[src/hdl/iir_pkg.sv]
// Constants, register map and helper functions of the internal event interrupt router
package iir_pkg;

    // ------------------------------------------------------------------
    // Source positions in status, clear, enable and route registers
    // ------------------------------------------------------------------
    localparam int unsigned NSRC             = 13;
    localparam int unsigned SRC_PCI_ERRLOG   = 0;
    localparam int unsigned SRC_PARITY       = 1;
    localparam int unsigned SRC_LOCAL_ERRLOG = 2;
    localparam int unsigned SRC_DMA_LBUS     = 3;
    localparam int unsigned SRC_DMA_PCI      = 4;
    localparam int unsigned SRC_DMA_RESET    = 5;
    localparam int unsigned SRC_DMA_FINISH   = 6;
    localparam int unsigned SRC_CFG_STATUS   = 7;
    localparam int unsigned SRC_MAILBOX0     = 8;
    localparam int unsigned NMBX             = 4;
    localparam int unsigned SRC_LBUS_PARITY  = 12;

    // ------------------------------------------------------------------
    // DMA control and status flag positions
    // ------------------------------------------------------------------
    localparam int unsigned DMA_W        = 4;
    localparam int unsigned DMA_LBUS_ERR = 0;
    localparam int unsigned DMA_PCI_ERR  = 1;
    localparam int unsigned DMA_RESET    = 2;
    localparam int unsigned DMA_DONE     = 3;
    localparam int unsigned CFG_W        = 5;

    // ------------------------------------------------------------------
    // Register byte offsets
    // ------------------------------------------------------------------
    localparam int unsigned ADDR_W    = 12;
    localparam logic [11:0] OFF_STAT  = 12'h000;
    localparam logic [11:0] OFF_CLEAR = 12'h004;
    localparam logic [11:0] OFF_EN    = 12'h008;
    localparam logic [11:0] OFF_ROUTE = 12'h00c;
    localparam logic [11:0] OFF_DMA   = 12'h010;
    localparam logic [11:0] OFF_RAW   = 12'h014;

    // ------------------------------------------------------------------
    // Reset values and encodings
    // ------------------------------------------------------------------
    localparam logic [NSRC-1:0]  EN_RST    = 13'h0000;
    localparam logic [NSRC-1:0]  ROUTE_RST = 13'h0000;
    localparam logic [NSRC-1:0]  STAT_RST  = 13'h0000;
    localparam logic [DMA_W-1:0] DMA_RST   = 4'h0;
    localparam logic             ROUTE_PCI = 1'b1;

    // Sticky update: a set in the same cycle as its clear wins
    function automatic logic [NSRC-1:0] sticky(input logic [NSRC-1:0] cur,
                                               input logic [NSRC-1:0] set,
                                               input logic [NSRC-1:0] clr);
        sticky = (cur & ~clr) | set;
    endfunction : sticky

endpackage : iir_pkg

[src/hdl/iir_stat_if.sv]
// Status bank connection between the register logic and the status bank
`timescale 1ns/10ps
interface iir_stat_if;
    logic [iir_pkg::NSRC-1:0] set;
    logic [iir_pkg::NSRC-1:0] clr;
    logic [iir_pkg::NSRC-1:0] en;
    logic [iir_pkg::NSRC-1:0] route;
    logic [iir_pkg::NSRC-1:0] stat;
    logic                     pci_req;
    logic                     lbus_req;

    modport regs (output set, clr, en, route, input stat, pci_req, lbus_req);
    modport bank (input set, clr, en, route, output stat, pci_req, lbus_req);
endinterface : iir_stat_if

[src/hdl/iir_router.sv]
// Internal event interrupt router with APB register slave
//
// The APB interface to the registers and the register offsets were chosen for this implementation.
`timescale 1ns/10ps
module iir_router
(
    // Clock and reset
    input  wire logic                       pclk,
    input  wire logic                       presetn,
    // APB slave
    input  wire logic                       psel,
    input  wire logic                       penable,
    input  wire logic                       pwrite,
    input  wire logic [iir_pkg::ADDR_W-1:0] paddr,
    input  wire logic [31:0]                pwdata,
    output logic      [31:0]                prdata,
    output logic                            pready,
    output logic                            pslverr,
    // Level source flags from the bridge
    input  wire logic                       pci_error_logged,
    input  wire logic                       master_parity_detected,
    input  wire logic                       local_error_logged,
    input  wire logic [iir_pkg::CFG_W-1:0]  cfg_status_bits,
    // DMA event pulses
    input  wire logic                       dma_local_bus_err,
    input  wire logic                       dma_pci_err,
    input  wire logic                       dma_reset_evt,
    input  wire logic                       dma_done_evt,
    // Mailbox write pulses, one per mailbox
    input  wire logic [iir_pkg::NMBX-1:0]   mbx_wr_from_pci,
    input  wire logic [iir_pkg::NMBX-1:0]   mbx_wr_from_lbus,
    // Local-bus data parity error pulse
    input  wire logic                       lbus_parity_err,
    // PCI interrupt pin, open drain
    input  wire logic                       pci_irq_n_i,
    output logic                            pci_irq_n_o,
    output logic                            pci_irq_n_oe_n,
    // Local-bus interrupt pin, open drain
    input  wire logic                       local_bus_irq_n_i,
    output logic                            local_bus_irq_n_o,
    output logic                            local_bus_irq_n_oe_n,
    // Summary interrupt
    output logic                            irq
);

    // ------------------------------------------------------------------
    // Declarations
    // ------------------------------------------------------------------
    iir_stat_if sb ();

    logic [iir_pkg::NSRC-1:0]  irq_enable_reg_q;
    logic [iir_pkg::NSRC-1:0]  irq_route_reg_q;
    logic [iir_pkg::DMA_W-1:0] dma_ctrl_status_reg_q;
    logic [iir_pkg::DMA_W-1:0] dma_evt;
    logic [iir_pkg::DMA_W-1:0] dma_clr;
    logic [31:0]               prdata_q;
    logic [31:0]               rd_word;
    logic [iir_pkg::NSRC-1:0]  src_level;
    logic [iir_pkg::NMBX-1:0]  mbx_set;
    logic                      setup_rd;
    logic                      acc;
    logic                      wr;
    logic                      mapped;

    // ------------------------------------------------------------------
    // APB decode
    // ------------------------------------------------------------------
    // Registers never stall, so every access phase completes at once
    assign acc      = psel && penable;
    assign wr       = acc && pwrite;
    assign setup_rd = psel && !penable && !pwrite;
    assign mapped   = (paddr == iir_pkg::OFF_STAT)  || (paddr == iir_pkg::OFF_CLEAR) ||
                      (paddr == iir_pkg::OFF_EN)    || (paddr == iir_pkg::OFF_ROUTE) ||
                      (paddr == iir_pkg::OFF_DMA)   || (paddr == iir_pkg::OFF_RAW);
    assign pready   = 1'b1;
    assign pslverr  = acc && !mapped;

    // ------------------------------------------------------------------
    // Control registers
    // ------------------------------------------------------------------
    // enable register
    always_ff @(posedge pclk or negedge presetn)
    begin
        if (!presetn)
            irq_enable_reg_q <= iir_pkg::EN_RST;
        else if (wr && paddr == iir_pkg::OFF_EN)
            irq_enable_reg_q <= pwdata[iir_pkg::NSRC-1:0];
    end

    // route register, bit high selects the PCI pin
    always_ff @(posedge pclk or negedge presetn)
    begin
        if (!presetn)
            irq_route_reg_q <= iir_pkg::ROUTE_RST;
        else if (wr && paddr == iir_pkg::OFF_ROUTE)
            irq_route_reg_q <= pwdata[iir_pkg::NSRC-1:0];
    end

    // ------------------------------------------------------------------
    // DMA control and status flags
    // ------------------------------------------------------------------
    assign dma_evt[iir_pkg::DMA_LBUS_ERR] = dma_local_bus_err;
    assign dma_evt[iir_pkg::DMA_PCI_ERR]  = dma_pci_err;
    assign dma_evt[iir_pkg::DMA_RESET]    = dma_reset_evt;
    assign dma_evt[iir_pkg::DMA_DONE]     = dma_done_evt;
    assign dma_clr = (wr && paddr == iir_pkg::OFF_DMA) ? pwdata[iir_pkg::DMA_W-1:0]
                                                         : iir_pkg::DMA_RST;

    // flags clear on write one, a new event wins
    always_ff @(posedge pclk or negedge presetn)
    begin
        if (!presetn)
            dma_ctrl_status_reg_q <= iir_pkg::DMA_RST;
        else
            dma_ctrl_status_reg_q <= (dma_ctrl_status_reg_q & ~dma_clr) | dma_evt;
    end

    // ------------------------------------------------------------------
    // Source collection
    // ------------------------------------------------------------------
    // mailbox set only from the far side of its route
    always_comb
    begin
        for (int i = 0; i < iir_pkg::NMBX; i++)
        begin
            if (irq_route_reg_q[iir_pkg::SRC_MAILBOX0 + i] == iir_pkg::ROUTE_PCI)
                mbx_set[i] = mbx_wr_from_lbus[i];
            else
                mbx_set[i] = mbx_wr_from_pci[i];
        end
    end

    assign src_level[iir_pkg::SRC_PCI_ERRLOG]   = pci_error_logged;
    assign src_level[iir_pkg::SRC_PARITY]       = master_parity_detected;
    assign src_level[iir_pkg::SRC_LOCAL_ERRLOG] = local_error_logged;
    assign src_level[iir_pkg::SRC_DMA_LBUS]     = dma_ctrl_status_reg_q[iir_pkg::DMA_LBUS_ERR];
    assign src_level[iir_pkg::SRC_DMA_PCI]      = dma_ctrl_status_reg_q[iir_pkg::DMA_PCI_ERR];
    assign src_level[iir_pkg::SRC_DMA_RESET]    = dma_ctrl_status_reg_q[iir_pkg::DMA_RESET];
    assign src_level[iir_pkg::SRC_DMA_FINISH]   = dma_ctrl_status_reg_q[iir_pkg::DMA_DONE];
    assign src_level[iir_pkg::SRC_CFG_STATUS]   = |cfg_status_bits;
    assign src_level[iir_pkg::SRC_MAILBOX0 +: iir_pkg::NMBX] = mbx_set;
    assign src_level[iir_pkg::SRC_LBUS_PARITY]  = lbus_parity_err;

    // a source still high keeps setting, so an early clear is lost
    assign sb.set   = src_level & irq_enable_reg_q;
    // write one to the clear register
    assign sb.clr   = (wr && paddr == iir_pkg::OFF_CLEAR) ? pwdata[iir_pkg::NSRC-1:0]
                                                            : iir_pkg::STAT_RST;
    assign sb.en    = irq_enable_reg_q;
    assign sb.route = irq_route_reg_q;

    iir_stat_bank u_bank
    (
        .pclk    (pclk),
        .presetn (presetn),
        .sb      (sb.bank)
    );

    // ------------------------------------------------------------------
    // Read path
    // ------------------------------------------------------------------
    // status readable, write-only clear reads zero
    always_comb
    begin
        rd_word = 32'h0000_0000;
        case (paddr)
            iir_pkg::OFF_STAT:  rd_word[iir_pkg::NSRC-1:0]  = sb.stat;
            iir_pkg::OFF_EN:    rd_word[iir_pkg::NSRC-1:0]  = irq_enable_reg_q;
            iir_pkg::OFF_ROUTE: rd_word[iir_pkg::NSRC-1:0]  = irq_route_reg_q;
            iir_pkg::OFF_DMA:   rd_word[iir_pkg::DMA_W-1:0] = dma_ctrl_status_reg_q;
            iir_pkg::OFF_RAW:
            begin
                rd_word[iir_pkg::NSRC-1:0] = src_level;
                rd_word[iir_pkg::NSRC]     = pci_irq_n_i;
                rd_word[iir_pkg::NSRC + 1] = local_bus_irq_n_i;
            end
            default:            rd_word = 32'h0000_0000;
        endcase
    end

    // Read data captured in the setup cycle so it comes from a flop
    always_ff @(posedge pclk or negedge presetn)
    begin
        if (!presetn)
            prdata_q <= 32'h0000_0000;
        else if (setup_rd)
            prdata_q <= rd_word;
    end

    assign prdata = prdata_q;

    // ------------------------------------------------------------------
    // Interrupt pins
    // ------------------------------------------------------------------
    // open drain: drive low, release otherwise
    assign pci_irq_n_o          = 1'b0;
    assign pci_irq_n_oe_n       = !sb.pci_req;
    assign local_bus_irq_n_o    = 1'b0;
    assign local_bus_irq_n_oe_n = !sb.lbus_req;
    // Summary level for the local interrupt tree
    assign irq                  = sb.pci_req || sb.lbus_req;
endmodule : iir_router

[src/hdl/iir_stat_bank.sv]
// Sticky interrupt status bits and per-pin request merge
`timescale 1ns/10ps
module iir_stat_bank
(
    // Clock and reset
    input  wire logic pclk,
    input  wire logic presetn,
    // Register side
    iir_stat_if.bank  sb
);

    logic [iir_pkg::NSRC-1:0] stat_q;

    // ------------------------------------------------------------------
    // Status storage
    // ------------------------------------------------------------------
    // write one clears
    always_ff @(posedge pclk or negedge presetn)
    begin
        if (!presetn)
            stat_q <= iir_pkg::STAT_RST;
        else
            stat_q <= iir_pkg::sticky(stat_q, sb.set, sb.clr);
    end

    assign sb.stat = stat_q;

    assign sb.pci_req  = |(stat_q & sb.en & sb.route);
    assign sb.lbus_req = |(stat_q & sb.en & ~sb.route);
endmodule : iir_stat_bank

[config.mk]
export PLATFORM = sky130hd
export DESIGN_NAME = iir_router
export DESIGN_NICKNAME = d
export VERILOG_FILES = /design/src/hdl/iir_pkg.sv /design/src/hdl/iir_stat_if.sv /design/src/hdl/iir_router.sv /design/src/hdl/iir_stat_bank.sv
export SDC_FILE = /design/constraint.sdc
export NUM_CORES = 1
export LEC_CHECK = 0
export BUFFER_PORTS_ARGS = -buffer_cell sky130_fd_sc_hd__buf_2
export CAP_MARGIN = 40
export CORE_MARGIN = 2
export CORE_UTILIZATION = 54
export DETAILED_ROUTE_END_ITERATION = 12
export PLACE_DENSITY = 0.83
export SYNTH_ARGS = -nofsm -noshare
export SYNTH_HDL_FRONTEND = slang
export SYNTH_SLANG_ARGS = --single-unit
[constraint.sdc]
create_clock -name pclk -period 2.1 [get_ports pclk]
set_clock_uncertainty 0.15 [all_clocks]
set_input_delay 0.105 -clock pclk [delete_from_list [all_inputs] [get_ports pclk]]
set_output_delay 0.105 -clock pclk [all_outputs]
set_load 0.005 [all_outputs]
==> results of run 1 <==
==> worst reg2reg max path: cells and delay by family (launching register included) <==
family	cells	cell delay, ns
multiplexers	1	0.37
flip-flops	1	0.42
AO/OA/AOI/OAI	1	0.22
buffers and inverters	1	0.56
==> through the flow <==
| step | setup TNS, ns | cell area, µm² | setup WS, ns | instances |
|---|---|---|---|---|
| 2_1_floorplan | -1.75 | 3300 | -0.159 | 326 |
| 3_5_place_dp | -0.922 | 3650 | -0.102 | 448 |
| 6_report | -0.0698 | 4250 | -0.0630 | 500 |
| 4_1_cts | 0 | 4210 | 0.0162 | 498 |
| 3_3_place_gp | -0.0982 | 3650 | -0.0347 | 448 |
| 5_1_grt | -0.186 | 4250 | -0.115 | 500 |
==> routing by layer <==
metal,up-vias,track usage
met3,33,0.0809
met1,1396,0.333
met4,0,0.125
met5,-,0
met2,187,0.462
li1,1335,-
==> cells by family (layout without fill, tap and decap cells) <==
logic type / Yosys count / count (layout) / synth area share
flops: 58 / 58 / 0.457
simple gates: 100 / 100 / 0.165
buf+inv: 38 / 140 / 0.0722
other cells: 2 / 20 / 0.00237
compound gates: 67 / 67 / 0.151
mux: 43 / 43 / 0.152
==> how the worst max path moves through the flow <==
stage / endpoint / slack (ns) / depth (start not counted)
3_5_place_dp: irq_enable_reg_q[1]$_DFFE_PN0P_ / -0.10 / 6
5_1_grt: prdata[13]$_DFFE_PN0P_ / -0.12 / 8
3_3_place_gp: irq_enable_reg_q[0]$_DFFE_PN0P_ / -0.03 / 6
6_report: prdata[13]$_DFFE_PN0P_ / -0.06 / 8
4_1_cts: u_bank.sb.stat[2]$_DFF_PN0_ / 0.02 / 7
2_1_floorplan: irq_enable_reg_q[10]$_DFFE_PN0P_ / -0.16 / 7
==> power by group through the flow <==
| stage | clock network [W] | registers [W] | logic [W] |
|---|---|---|---|
| after floorplan | 0 | 0.00115 | 0.0000977 |
| final | 0.00107 | 0.00113 | 0.000229 |
| after CTS | 0.00108 | 0.00113 | 0.000222 |
| after detailed placement | 0 | 0.00115 | 0.000177 |
| after global placement | 0 | 0.00115 | 0.000171 |
| after global routing | 0.00113 | 0.00113 | 0.000251 |
==> cells in the final DEF, fill, tap and decap left out, drive strengths merged, types with 3 or more instances in the layout <==
cell	instances
nor4	5
or3b	3
mux2	41
a21oi	7
a21o	4
clkbuf	13
nand3	38
conb	20
dfrtp	58
a22oi	11
nor3	3
nor2	4
o22ai	6
dlygate4sd3	33
nand2	34
o21ai	13
a22o	22
buf	91
==> flip-flops by register name, summed over array words and instances, names as in the netlist <==
signal	cells
u_bank.sb.stat	13
prdata	15
irq_enable_reg_q	13
irq_route_reg_q	13
dma_ctrl_status_reg_q	4
==> cell type report <==
class                   instances  area, µm²  share of cell area
well taps                      72       90.1              0.0212
multi-input cells             230       1610               0.380
clock buffers                  13        169              0.0398
flip-flops and latches         58       1450               0.342
repair buffers                125        886               0.209
clock inverters                 2       35.0             0.00825
==> repair_timing <==
item,CTS,global route
gates resized for setup,0,6
hold endpoints to repair,72,0
hold buffers,35,0
buffers inserted,0,4
endpoints found under the setup margin,0,3
==> results.yml, run 1 <==
clock_network:
  numCtsBuffers: 9
  clockBufferDepth: 2
  htree_levels: 3
  root_buffer: "clkbuf_8"
  cts_tree: "yes"
  clk_pin_slew_ns: 0.07
  clock_sinks: 58
  clk_latency_ns: 0.34
die:
  start_util: 0.569
  num_rows: 27
  num_io_pins: 111
  fp.dieW_um: 80.7
  dieHeight_um: 80.7
  die-area_mm2: 0.00651
  coreArea_mm2: 0.00557
power:
  p_per_area_mw_per_mm2: 573
  pwr-share-clk: 0.441
  p_seq_frac: 0.465
  switching_share: 0.231
  p_int_w: 0.00187
  switching_power_w: 0.000561
  ir_drop_mv: 0.456
  p_total_w: 0.00243
  p_leak_nw: 2.03
  p_comb_frac: 0.094
place:
  dp_hpwl_um: 5890
  finalWeightedCongestion: 0.867
  io_buffers: 71
timing:
  holdWs_ns: 0.00672
  worstMarginPinSlew_ns: 0.605
  drv_slew: 0
  setup_violations: 2
  min_period_ns: 2.16
  timing.final.ws_setup_ns: -0.0630
  slew_headroom: 0.597
  hold_viol: 0
  period_share: 1.03
  max_clock_freq_ghz: 0.462
critical_path:
  startpoint: "paddr[0]"
  slowest_stage: "or4_1"
  path_buf_inv: 4
  r2r_end: "u_bank.sb.stat[8]$_DFF_PN0_"
  crit_top_cell: "buf_4"
  r2r_cells: 3
  critPathCaptureType: "flop"
  crit-reg2reg-launch: "irq_route_reg_q[8]$_DFFE_PN0P_"
  critical-path-max-stage-delay_ns: 0.61
  critPathTopFamily: "simple AND/OR/NAND/NOR gates"
  worstSetupPathType: "in2reg"
  cp-start-kind: "input port"
  cp.arrival_ns: 2.30
  crit_required_ns: 2.23
  crit_fanout: 3
  crit_chain: "buf_2, or4_1, buf_4, nor4_1, buf_4, nand3_1, dlygate4sd3_1, nand2_1"
  timing.reg2reg.setup_slack_ns: 0.27
synthesis:
  synth_ff_type: "dfrtp_1"
  synth_cells: 308
  synth_edf_count: 0
  async_flop_share: 1.00
  synth_most_common_cell: "dfrtp_1"
  ys_warn_count: 0
  synth_top_area_frac: 0.457
  synthDistinctLibCells: 37
  synth_area_leaders: "dfrtp_1, mux2_2, a22o_1"
  synth_area_per_cell_um2: 10.3
  synth.largest_area_cell: "dfrtp_1"
  syn_area_mm2: 0.00317
  synth_commonest_cells: "dfrtp_1, nand3_1, nand2_1"
  ys_seq_area_frac: 0.457
  synth-seq-cells: 58
global_routing:
  antenna_found_initial: 0
  track_usage: 0.278
  grt_start_max_net_pins: 35
  grt_first_pass_wirelength_um: 13300
  grt_pass1_vias: 2782
  overflow: 0
detailed_routing:
  routed-wl-met2_um: 4190
  ant_nets: 0
  drc_errors: 0
  drtPass1Iterations: 5
  post_drt_wl_per_cell_um: 17.4
  top_layer_used: "met4"
  routed-wl-met3_um: 846
  dr.first_iter.drc_count: 252
  finalWirelength_um: 8720
  m1WireLength_um: 3420
  dr_total_vias: 2951
  viasPerCell: 5.90
finish:
  drive_gt1_frac: 0.360
  nNetsFinal: 496
  fillers: 391
  area_growth_pct: 33.8
  final_util: 0.762
  antennaDiodeCount: 0
status:
  outcome: "finished, violations left"
  violations: "setup timing"
hold_path:
  min-delay-start: "mbx_wr_from_lbus[3]"
  hold_end: "u_bank.sb.stat[11]$_DFF_PN0_"
  hp-class: "in2reg"
  holdPathStages: 3
job:
  cap_violations: 0
Power figures use the tool's default switching activity.
==> inputs of run 2 (changes only) <==
CELL_PAD_IN_SITES_DETAIL_PLACEMENT = 1   (was unset)
CELL_PAD_IN_SITES_GLOBAL_PLACEMENT = 1   (was unset)
CORE_MARGIN = 1   (was 2)
CORE_UTILIZATION = 41   (was 54)
PLACE_DENSITY = 0.84   (was 0.83)
==> run 2 against run 1 <==
Effect of this change:
- global-route usage decreased by 1.6 points
- sequential share of layout area rose by 0.50 points
- largest cell class unchanged
- the run now ends clean
- die area grew 24%
- highest routed layer unchanged
- setup slack gained 0.23 ns
- largest power group is now clock
- combinational power about the same
==> results.yml, run 2 (synthesis results as in run 1) <==
critical_path:
  timing.reg2reg.setup_slack_ns: 0.26
  path_buf_inv: 1
  cp.arrival_ns: 1.68
  critPathCaptureType: "primary output"
  slowest_stage: "dfrtp_1"
  cp-start-kind: "flop"
  worstSetupPathType: "reg2out"
  crit_fanout: 5
  r2r_cells: 3
  r2r_end: "u_bank.sb.stat[8]$_DFF_PN0_"
  crit_top_cell: "nand3_1"
  crit_required_ns: 1.85
  critical-path-max-stage-delay_ns: 0.45
  crit-reg2reg-launch: "irq_route_reg_q[8]$_DFFE_PN0P_"
  crit_chain: "nand3_1, nand3_1, nor4_2, nand3_1, buf_2"
  critPathTopFamily: "simple AND/OR/NAND/NOR gates"
place:
  post-place-ws_ns: -0.111
  placed_cells: 475
  dp_hpwl_um: 6530
  io_buffers: 71
  finalWeightedCongestion: 0.805
detailed_routing:
  viasPerCell: 5.61
  ant_nets: 0
  drtPass1Iterations: 4
  drc_errors: 0
  dr_total_vias: 2921
  dr.first_iter.drc_count: 195
  post_drt_wl_per_cell_um: 19.2
  finalWirelength_um: 10000
power:
  ir_drop_mv: 0.359
  p_seq_frac: 0.448
  pwr-share-clk: 0.462
  switching_power_w: 0.000629
  p_int_w: 0.00189
  p_leak_nw: 1.98
  p_per_area_mw_per_mm2: 603
  p_comb_frac: 0.090
  switching_share: 0.249
  p_total_w: 0.00252
hold_path:
  min-delay-start: "mbx_wr_from_pci[3]"
  hold_end: "u_bank.sb.stat[11]$_DFF_PN0_"
  holdPathStages: 3
  hp-class: "in2reg"
global_routing:
  grt_start_max_net_pins: 59
  track_usage: 0.262
  grt_pass1_vias: 3154
  grt_first_pass_wirelength_um: 16300
  antenna_found_initial: 0
  overflow: 0
die:
  die-area_mm2: 0.00809
  fp.dieW_um: 90.0
  coreArea_mm2: 0.00737
  dieHeight_um: 90.0
  num_io_pins: 111
  num_rows: 31
  start_util: 0.431
timing:
  setup_tns_ns: 0
  setup_violations: 0
  drv_slew: 0
  hold_viol: 0
  min_period_ns: 1.94
  period_share: 0.922
  timing.final.ws_setup_ns: 0.163
  slew_headroom: 0.499
  max_clock_freq_ghz: 0.516
  worstMarginPinSlew_ns: 0.751
  rsz0062_at_grt: "no"
clock_network:
  clk_latency_ns: 0.34
  cts_tree: "yes"
  clock_sinks: 58
  htree_levels: 3
  clockBufferDepth: 2
  root_buffer: "clkbuf_8"
  clk_pin_slew_ns: 0.08
  numCtsBuffers: 9
  post_cts_buffers: 0
status:
  outcome: "finished, final reports clean"
finish:
  layout_common_cells: "buf_2, dfrtp_1, nand3_1, nand2_1, mux2_2"
  instances_no_fill: 521
  largest_reg_flops: 15
  final_common_cell: "buf_2"
  nNetsFinal: 489
  area_growth_pct: 31.9
  final_util: 0.568
  antennaDiodeCount: 0
  drive_gt1_frac: 0.363
job:
  cap_violations: 0
-- run 2: cell count changes in the layout (fill, tap and decap cells not counted), sizes merged --
cell / delta
dlymetal6s4s: -1
clkbuf: -4
clkinvlp: +2
buf: -3
bufinv: +1
clkinv: +2
dlygate4sd3: -3
-- run 2: per-layer routing --
layer	wire, µm	vias to the layer above	GRT usage
met5	0	-	0
met1	4010	1434	0.322
met4	282	0	0.117
met2	4970	141	0.446
met3	739	27	0.0508
li1	-	1319	-
-- run 2: area by class of cell --
type                    instances  area, µm²
fillers                       851       3190
multi-input cells             230       1610
repair buffers                118        783
clock inverters                 7       93.8
well taps                      99        124
clock buffers                   9        124
flip-flops and latches         58       1450
-- run 2: worst max-delay path by stage --
| stage | from | end | slack, ns | cells after the start |
|---|---|---|---|---|
| after global routing | irq_enable_reg_q[6]$_DFFE_PN0P_ | local_bus_irq_n_oe_n | 0.03 | 5 |
| after CTS | irq_route_reg_q[10]$_DFFE_PN0P_ | irq | 0.09 | 5 |
| after floorplan | paddr[9] | irq_enable_reg_q[10]$_DFFE_PN0P_ | -0.16 | 7 |
| after detailed placement | paddr[9] | irq_enable_reg_q[0]$_DFFE_PN0P_ | -0.11 | 6 |
| final | irq_route_reg_q[10]$_DFFE_PN0P_ | irq | 0.16 | 5 |
| after global placement | paddr[9] | irq_enable_reg_q[12]$_DFFE_PN0P_ | -0.05 | 6 |
-- run 2: per-stage QoR --
step | hold WS, ns | instance area [µm²]
after floorplan | -0.341 | 3300
after global placement | 0.136 | 3660
after detailed placement | 0.141 | 3660
after CTS | 0.00400 | 4180
after global routing | 0.0132 | 4180
final | 0.0161 | 4180
-- run 2: timing repair --
item | CTS | global route
endpoints found under the hold margin | 104 | 0
hold buffers | 30 | 0
resized for setup | 0 | 1
endpoints found under the setup margin | 0 | 1
-- run 2: worst register-to-register path: cells and delay by family, from the launching register on --
family                 cells  cell delay (ns)
AO/OA/AOI/OAI              1             0.23
multiplexers               1             0.37
buffers and inverters      1             0.57
flip-flops                 1             0.43
-- run 2: power by group through the flow --
stage	clock network (W)	registers [W]	logic [W]
5_1_grt	0.00123	0.00113	0.000248
3_5_place_dp	0	0.00115	0.000180
2_1_floorplan	0	0.00115	0.0000977
6_report	0.00117	0.00113	0.000227
3_3_place_gp	0	0.00115	0.000174
4_1_cts	0.00117	0.00113	0.000225
==> inputs of run 3 (changes only) <==
PLACE_DENSITY = 0.83   (was 0.84)
SYNTH_HIERARCHICAL = 1   (was unset)
==> run 3 against run 2 <==
Effect of this change:
- sequential power hardly changed
- total power is 1.3% lower
- critical path depth is 3 higher
- first-iteration DRC count is 6.2% higher
- cell count is 10% higher
- flip-flop and latch count stayed put
- global-route usage is 0.32 points higher
==> results.yml, run 3 <==
synthesis:
  synthDistinctLibCells: 50
  synth_edf_count: 0
  syn_area_mm2: 0.00343
  synth_commonest_cells: "dfrtp_1, nand2_1, inv_1"
  synth_top_area_frac: 0.423
  async_flop_share: 1.00
  ys_warn_count: 6
  synth_most_common_cell: "dfrtp_1"
  synth_area_leaders: "dfrtp_1, buf_4, mux2_4"
  synth_area_per_cell_um2: 9.96
  synth_cells: 345
  synth-seq-cells: 58
  ys_seq_area_frac: 0.423
  synth_ff_type: "dfrtp_1"
  synth.largest_area_cell: "dfrtp_1"
finish:
  seq_area_mm2: 0.00145
  fillers: 958
  final_area_mm2: 0.00448
  instances_no_fill: 574
  layout_common_cells: "buf_2, dfrtp_1, nand2_1, buf_4"
  drive_gt1_frac: 0.326
  nNetsFinal: 536
  multi_input_area_mm2: 0.00175
  largest_reg_flops: 15
  final_common_cell: "buf_2"
  area_growth_pct: 30.4
  antennaDiodeCount: 0
timing:
  slew_headroom: 0.669
  hold_viol: 0
  worstMarginPinSlew_ns: 0.491
  max_clock_freq_ghz: 0.481
  timing.final.ws_setup_ns: 0.0194
  setup_violations: 0
  period_share: 0.991
  drv_slew: 0
  setup_tns_ns: 0
  min_period_ns: 2.08
detailed_routing:
  post_drt_wl_per_cell_um: 19.7
  drtPass1Iterations: 4
  dr_total_vias: 3145
  top_layer_used: "met4"
  drc_errors: 0
  ant_nets: 0
  dr.first_iter.drc_count: 207
  routed-wl-met2_um: 5640
  viasPerCell: 5.48
  finalWirelength_um: 11300
  m1WireLength_um: 4580
  routed-wl-met3_um: 652
clock_network:
  root_buffer: "clkbuf_8"
  clk_pin_slew_ns: 0.08
  htree_levels: 3
  cts_tree: "yes"
  numCtsBuffers: 9
  clk_latency_ns: 0.35
  clock_sinks: 58
  clockBufferDepth: 2
die:
  die-area_mm2: 0.00875
  coreArea_mm2: 0.00818
  dieHeight_um: 93.5
  start_util: 0.420
  num_io_pins: 111
  num_rows: 33
  fp.dieW_um: 93.5
place:
  dp_hpwl_um: 7530
  placed_cells: 525
  finalWeightedCongestion: 0.853
  placed_cell_area_mm2: 0.00394
  io_buffers: 71
  post-place-ws_ns: -0.0714
global_routing:
  grt_start_max_net_pins: 25
  track_usage: 0.265
  grt_first_pass_wirelength_um: 17200
  overflow: 0
  grt_pass1_vias: 3234
  antenna_found_initial: 0
power:
  ir_drop_mv: 0.334
  p_total_w: 0.00249
  p_leak_nw: 2.27
  p_per_area_mw_per_mm2: 556
critical_path:
  cp-start-kind: "flop"
  crit_required_ns: 1.85
  worstSetupPathType: "reg2out"
  crit_fanout: 4
  cp.arrival_ns: 1.83
  critPathCaptureType: "primary output"
job:
  cap_violations: 0
status:
  outcome: "finished, final reports clean"
hold_path:
  hp-class: "in2reg"
-- run 3: cell count changes in the layout (fill, tap and decap cells not counted), sizes merged, moves of 8 or more --
| cell | before | now |
|---|---|---|
| inv | 0 | 25 |
| nand3 | 38 | 9 |
| a22o | 22 | 0 |
| and2 | 2 | 22 |
| mux2i | 2 | 15 |
| a21o | 4 | 17 |
| buf | 88 | 100 |
| a22oi | 11 | 0 |
| o211ai | 0 | 8 |
| o21ai | 13 | 1 |
| mux2 | 41 | 31 |
| nand4 | 2 | 12 |
-- run 3: cell families after synthesis --
kind of cell | after synthesis | share of synthesized area
XOR/XNOR | 1 | 0.00255
AO/OA/AOI/OAI | 58 | 0.119
multiplexers | 46 | 0.156
buffers and inverters | 60 | 0.0962
flip-flops | 58 | 0.423
AND/OR/NAND/NOR | 120 | 0.201
other | 2 | 0.00219
-- run 3: final timing paths --
kind / start / to / slack [ns] / cells after the start
worst max-delay path: irq_enable_reg_q[7]$_DFFE_PN0P_ / irq / 0.02 / 8
worst min-delay path: cfg_status_bits[4] / u_bank/sb.stat[7]$_DFF_PN0_ / 0.03 / 4
worst max register to register: irq_route_reg_q[1]$_DFFE_PN0P_ / prdata[1]$_DFFE_PN0P_ / 0.52 / 3
worst min register to register: prdata[13]$_DFFE_PN0P_ / prdata[13]$_DFFE_PN0P_ / 0.32 / 2
max in group asynchronous: presetn / irq_enable_reg_q[4]$_DFFE_PN0P_ / 0.97 / 3
min in group asynchronous: presetn / prdata[7]$_DFFE_PN0P_ / 0.10 / 2
-- run 3: what timing repair did --
item                                    in CTS  in global routing
setup buffers                                0                  8
hold endpoints to repair                    58                  0
endpoints found under the setup margin       1                  1
hold buffers                                25                  0
cloned                                       0                  0
pin swaps                                    0                  3
resized for setup                            1                  4
-- run 3: area by class of cell --
cell class	instances	share of cell area
clock buffers	11	0.0338
clock inverters	5	0.0117
inverters	25	0.0210
multi-input cells	245	0.390
flip-flops and latches	58	0.324
well taps	105	0.0293
repair buffers	125	0.189
-- run 3: power breakdown --
part,total (W),switching (W),leakage (nW),internal [W]
Clock,0.00108,0.000476,0.105,0.000606
Sequential,0.00115,0.0000141,0.779,0.00113
Combinational,0.000260,0.000141,1.39,0.000119
Total,0.00249,0.000631,2.27,0.00186
-- run 3: per-stage QoR --
stage / util / hold WS (ns)
after global placement: 0.482 / -0.0690
after global routing: 0.548 / 0.0231
after CTS: 0.538 / 0.0189
after floorplan: - / -0.341
final: 0.548 / 0.0295
after detailed placement: 0.482 / -0.0526
-- run 3: layer usage --
metal,vias to the layer above,GRT usage
li1,1417,-
met2,140,0.450
met4,0,0.158
met5,-,0
met3,36,0.0415
met1,1552,0.315
-- run 3: worst max-delay path, cell delays in order, from the launching register on --
cell and delay (ns):
dfrtp_1 0.43, buf_4 0.15, nand2_1 0.07, o22ai_1 0.11, nor4_2 0.29, nand2_1 0.15, inv_1 0.10, nand2_1 0.06
buf_2 0.12
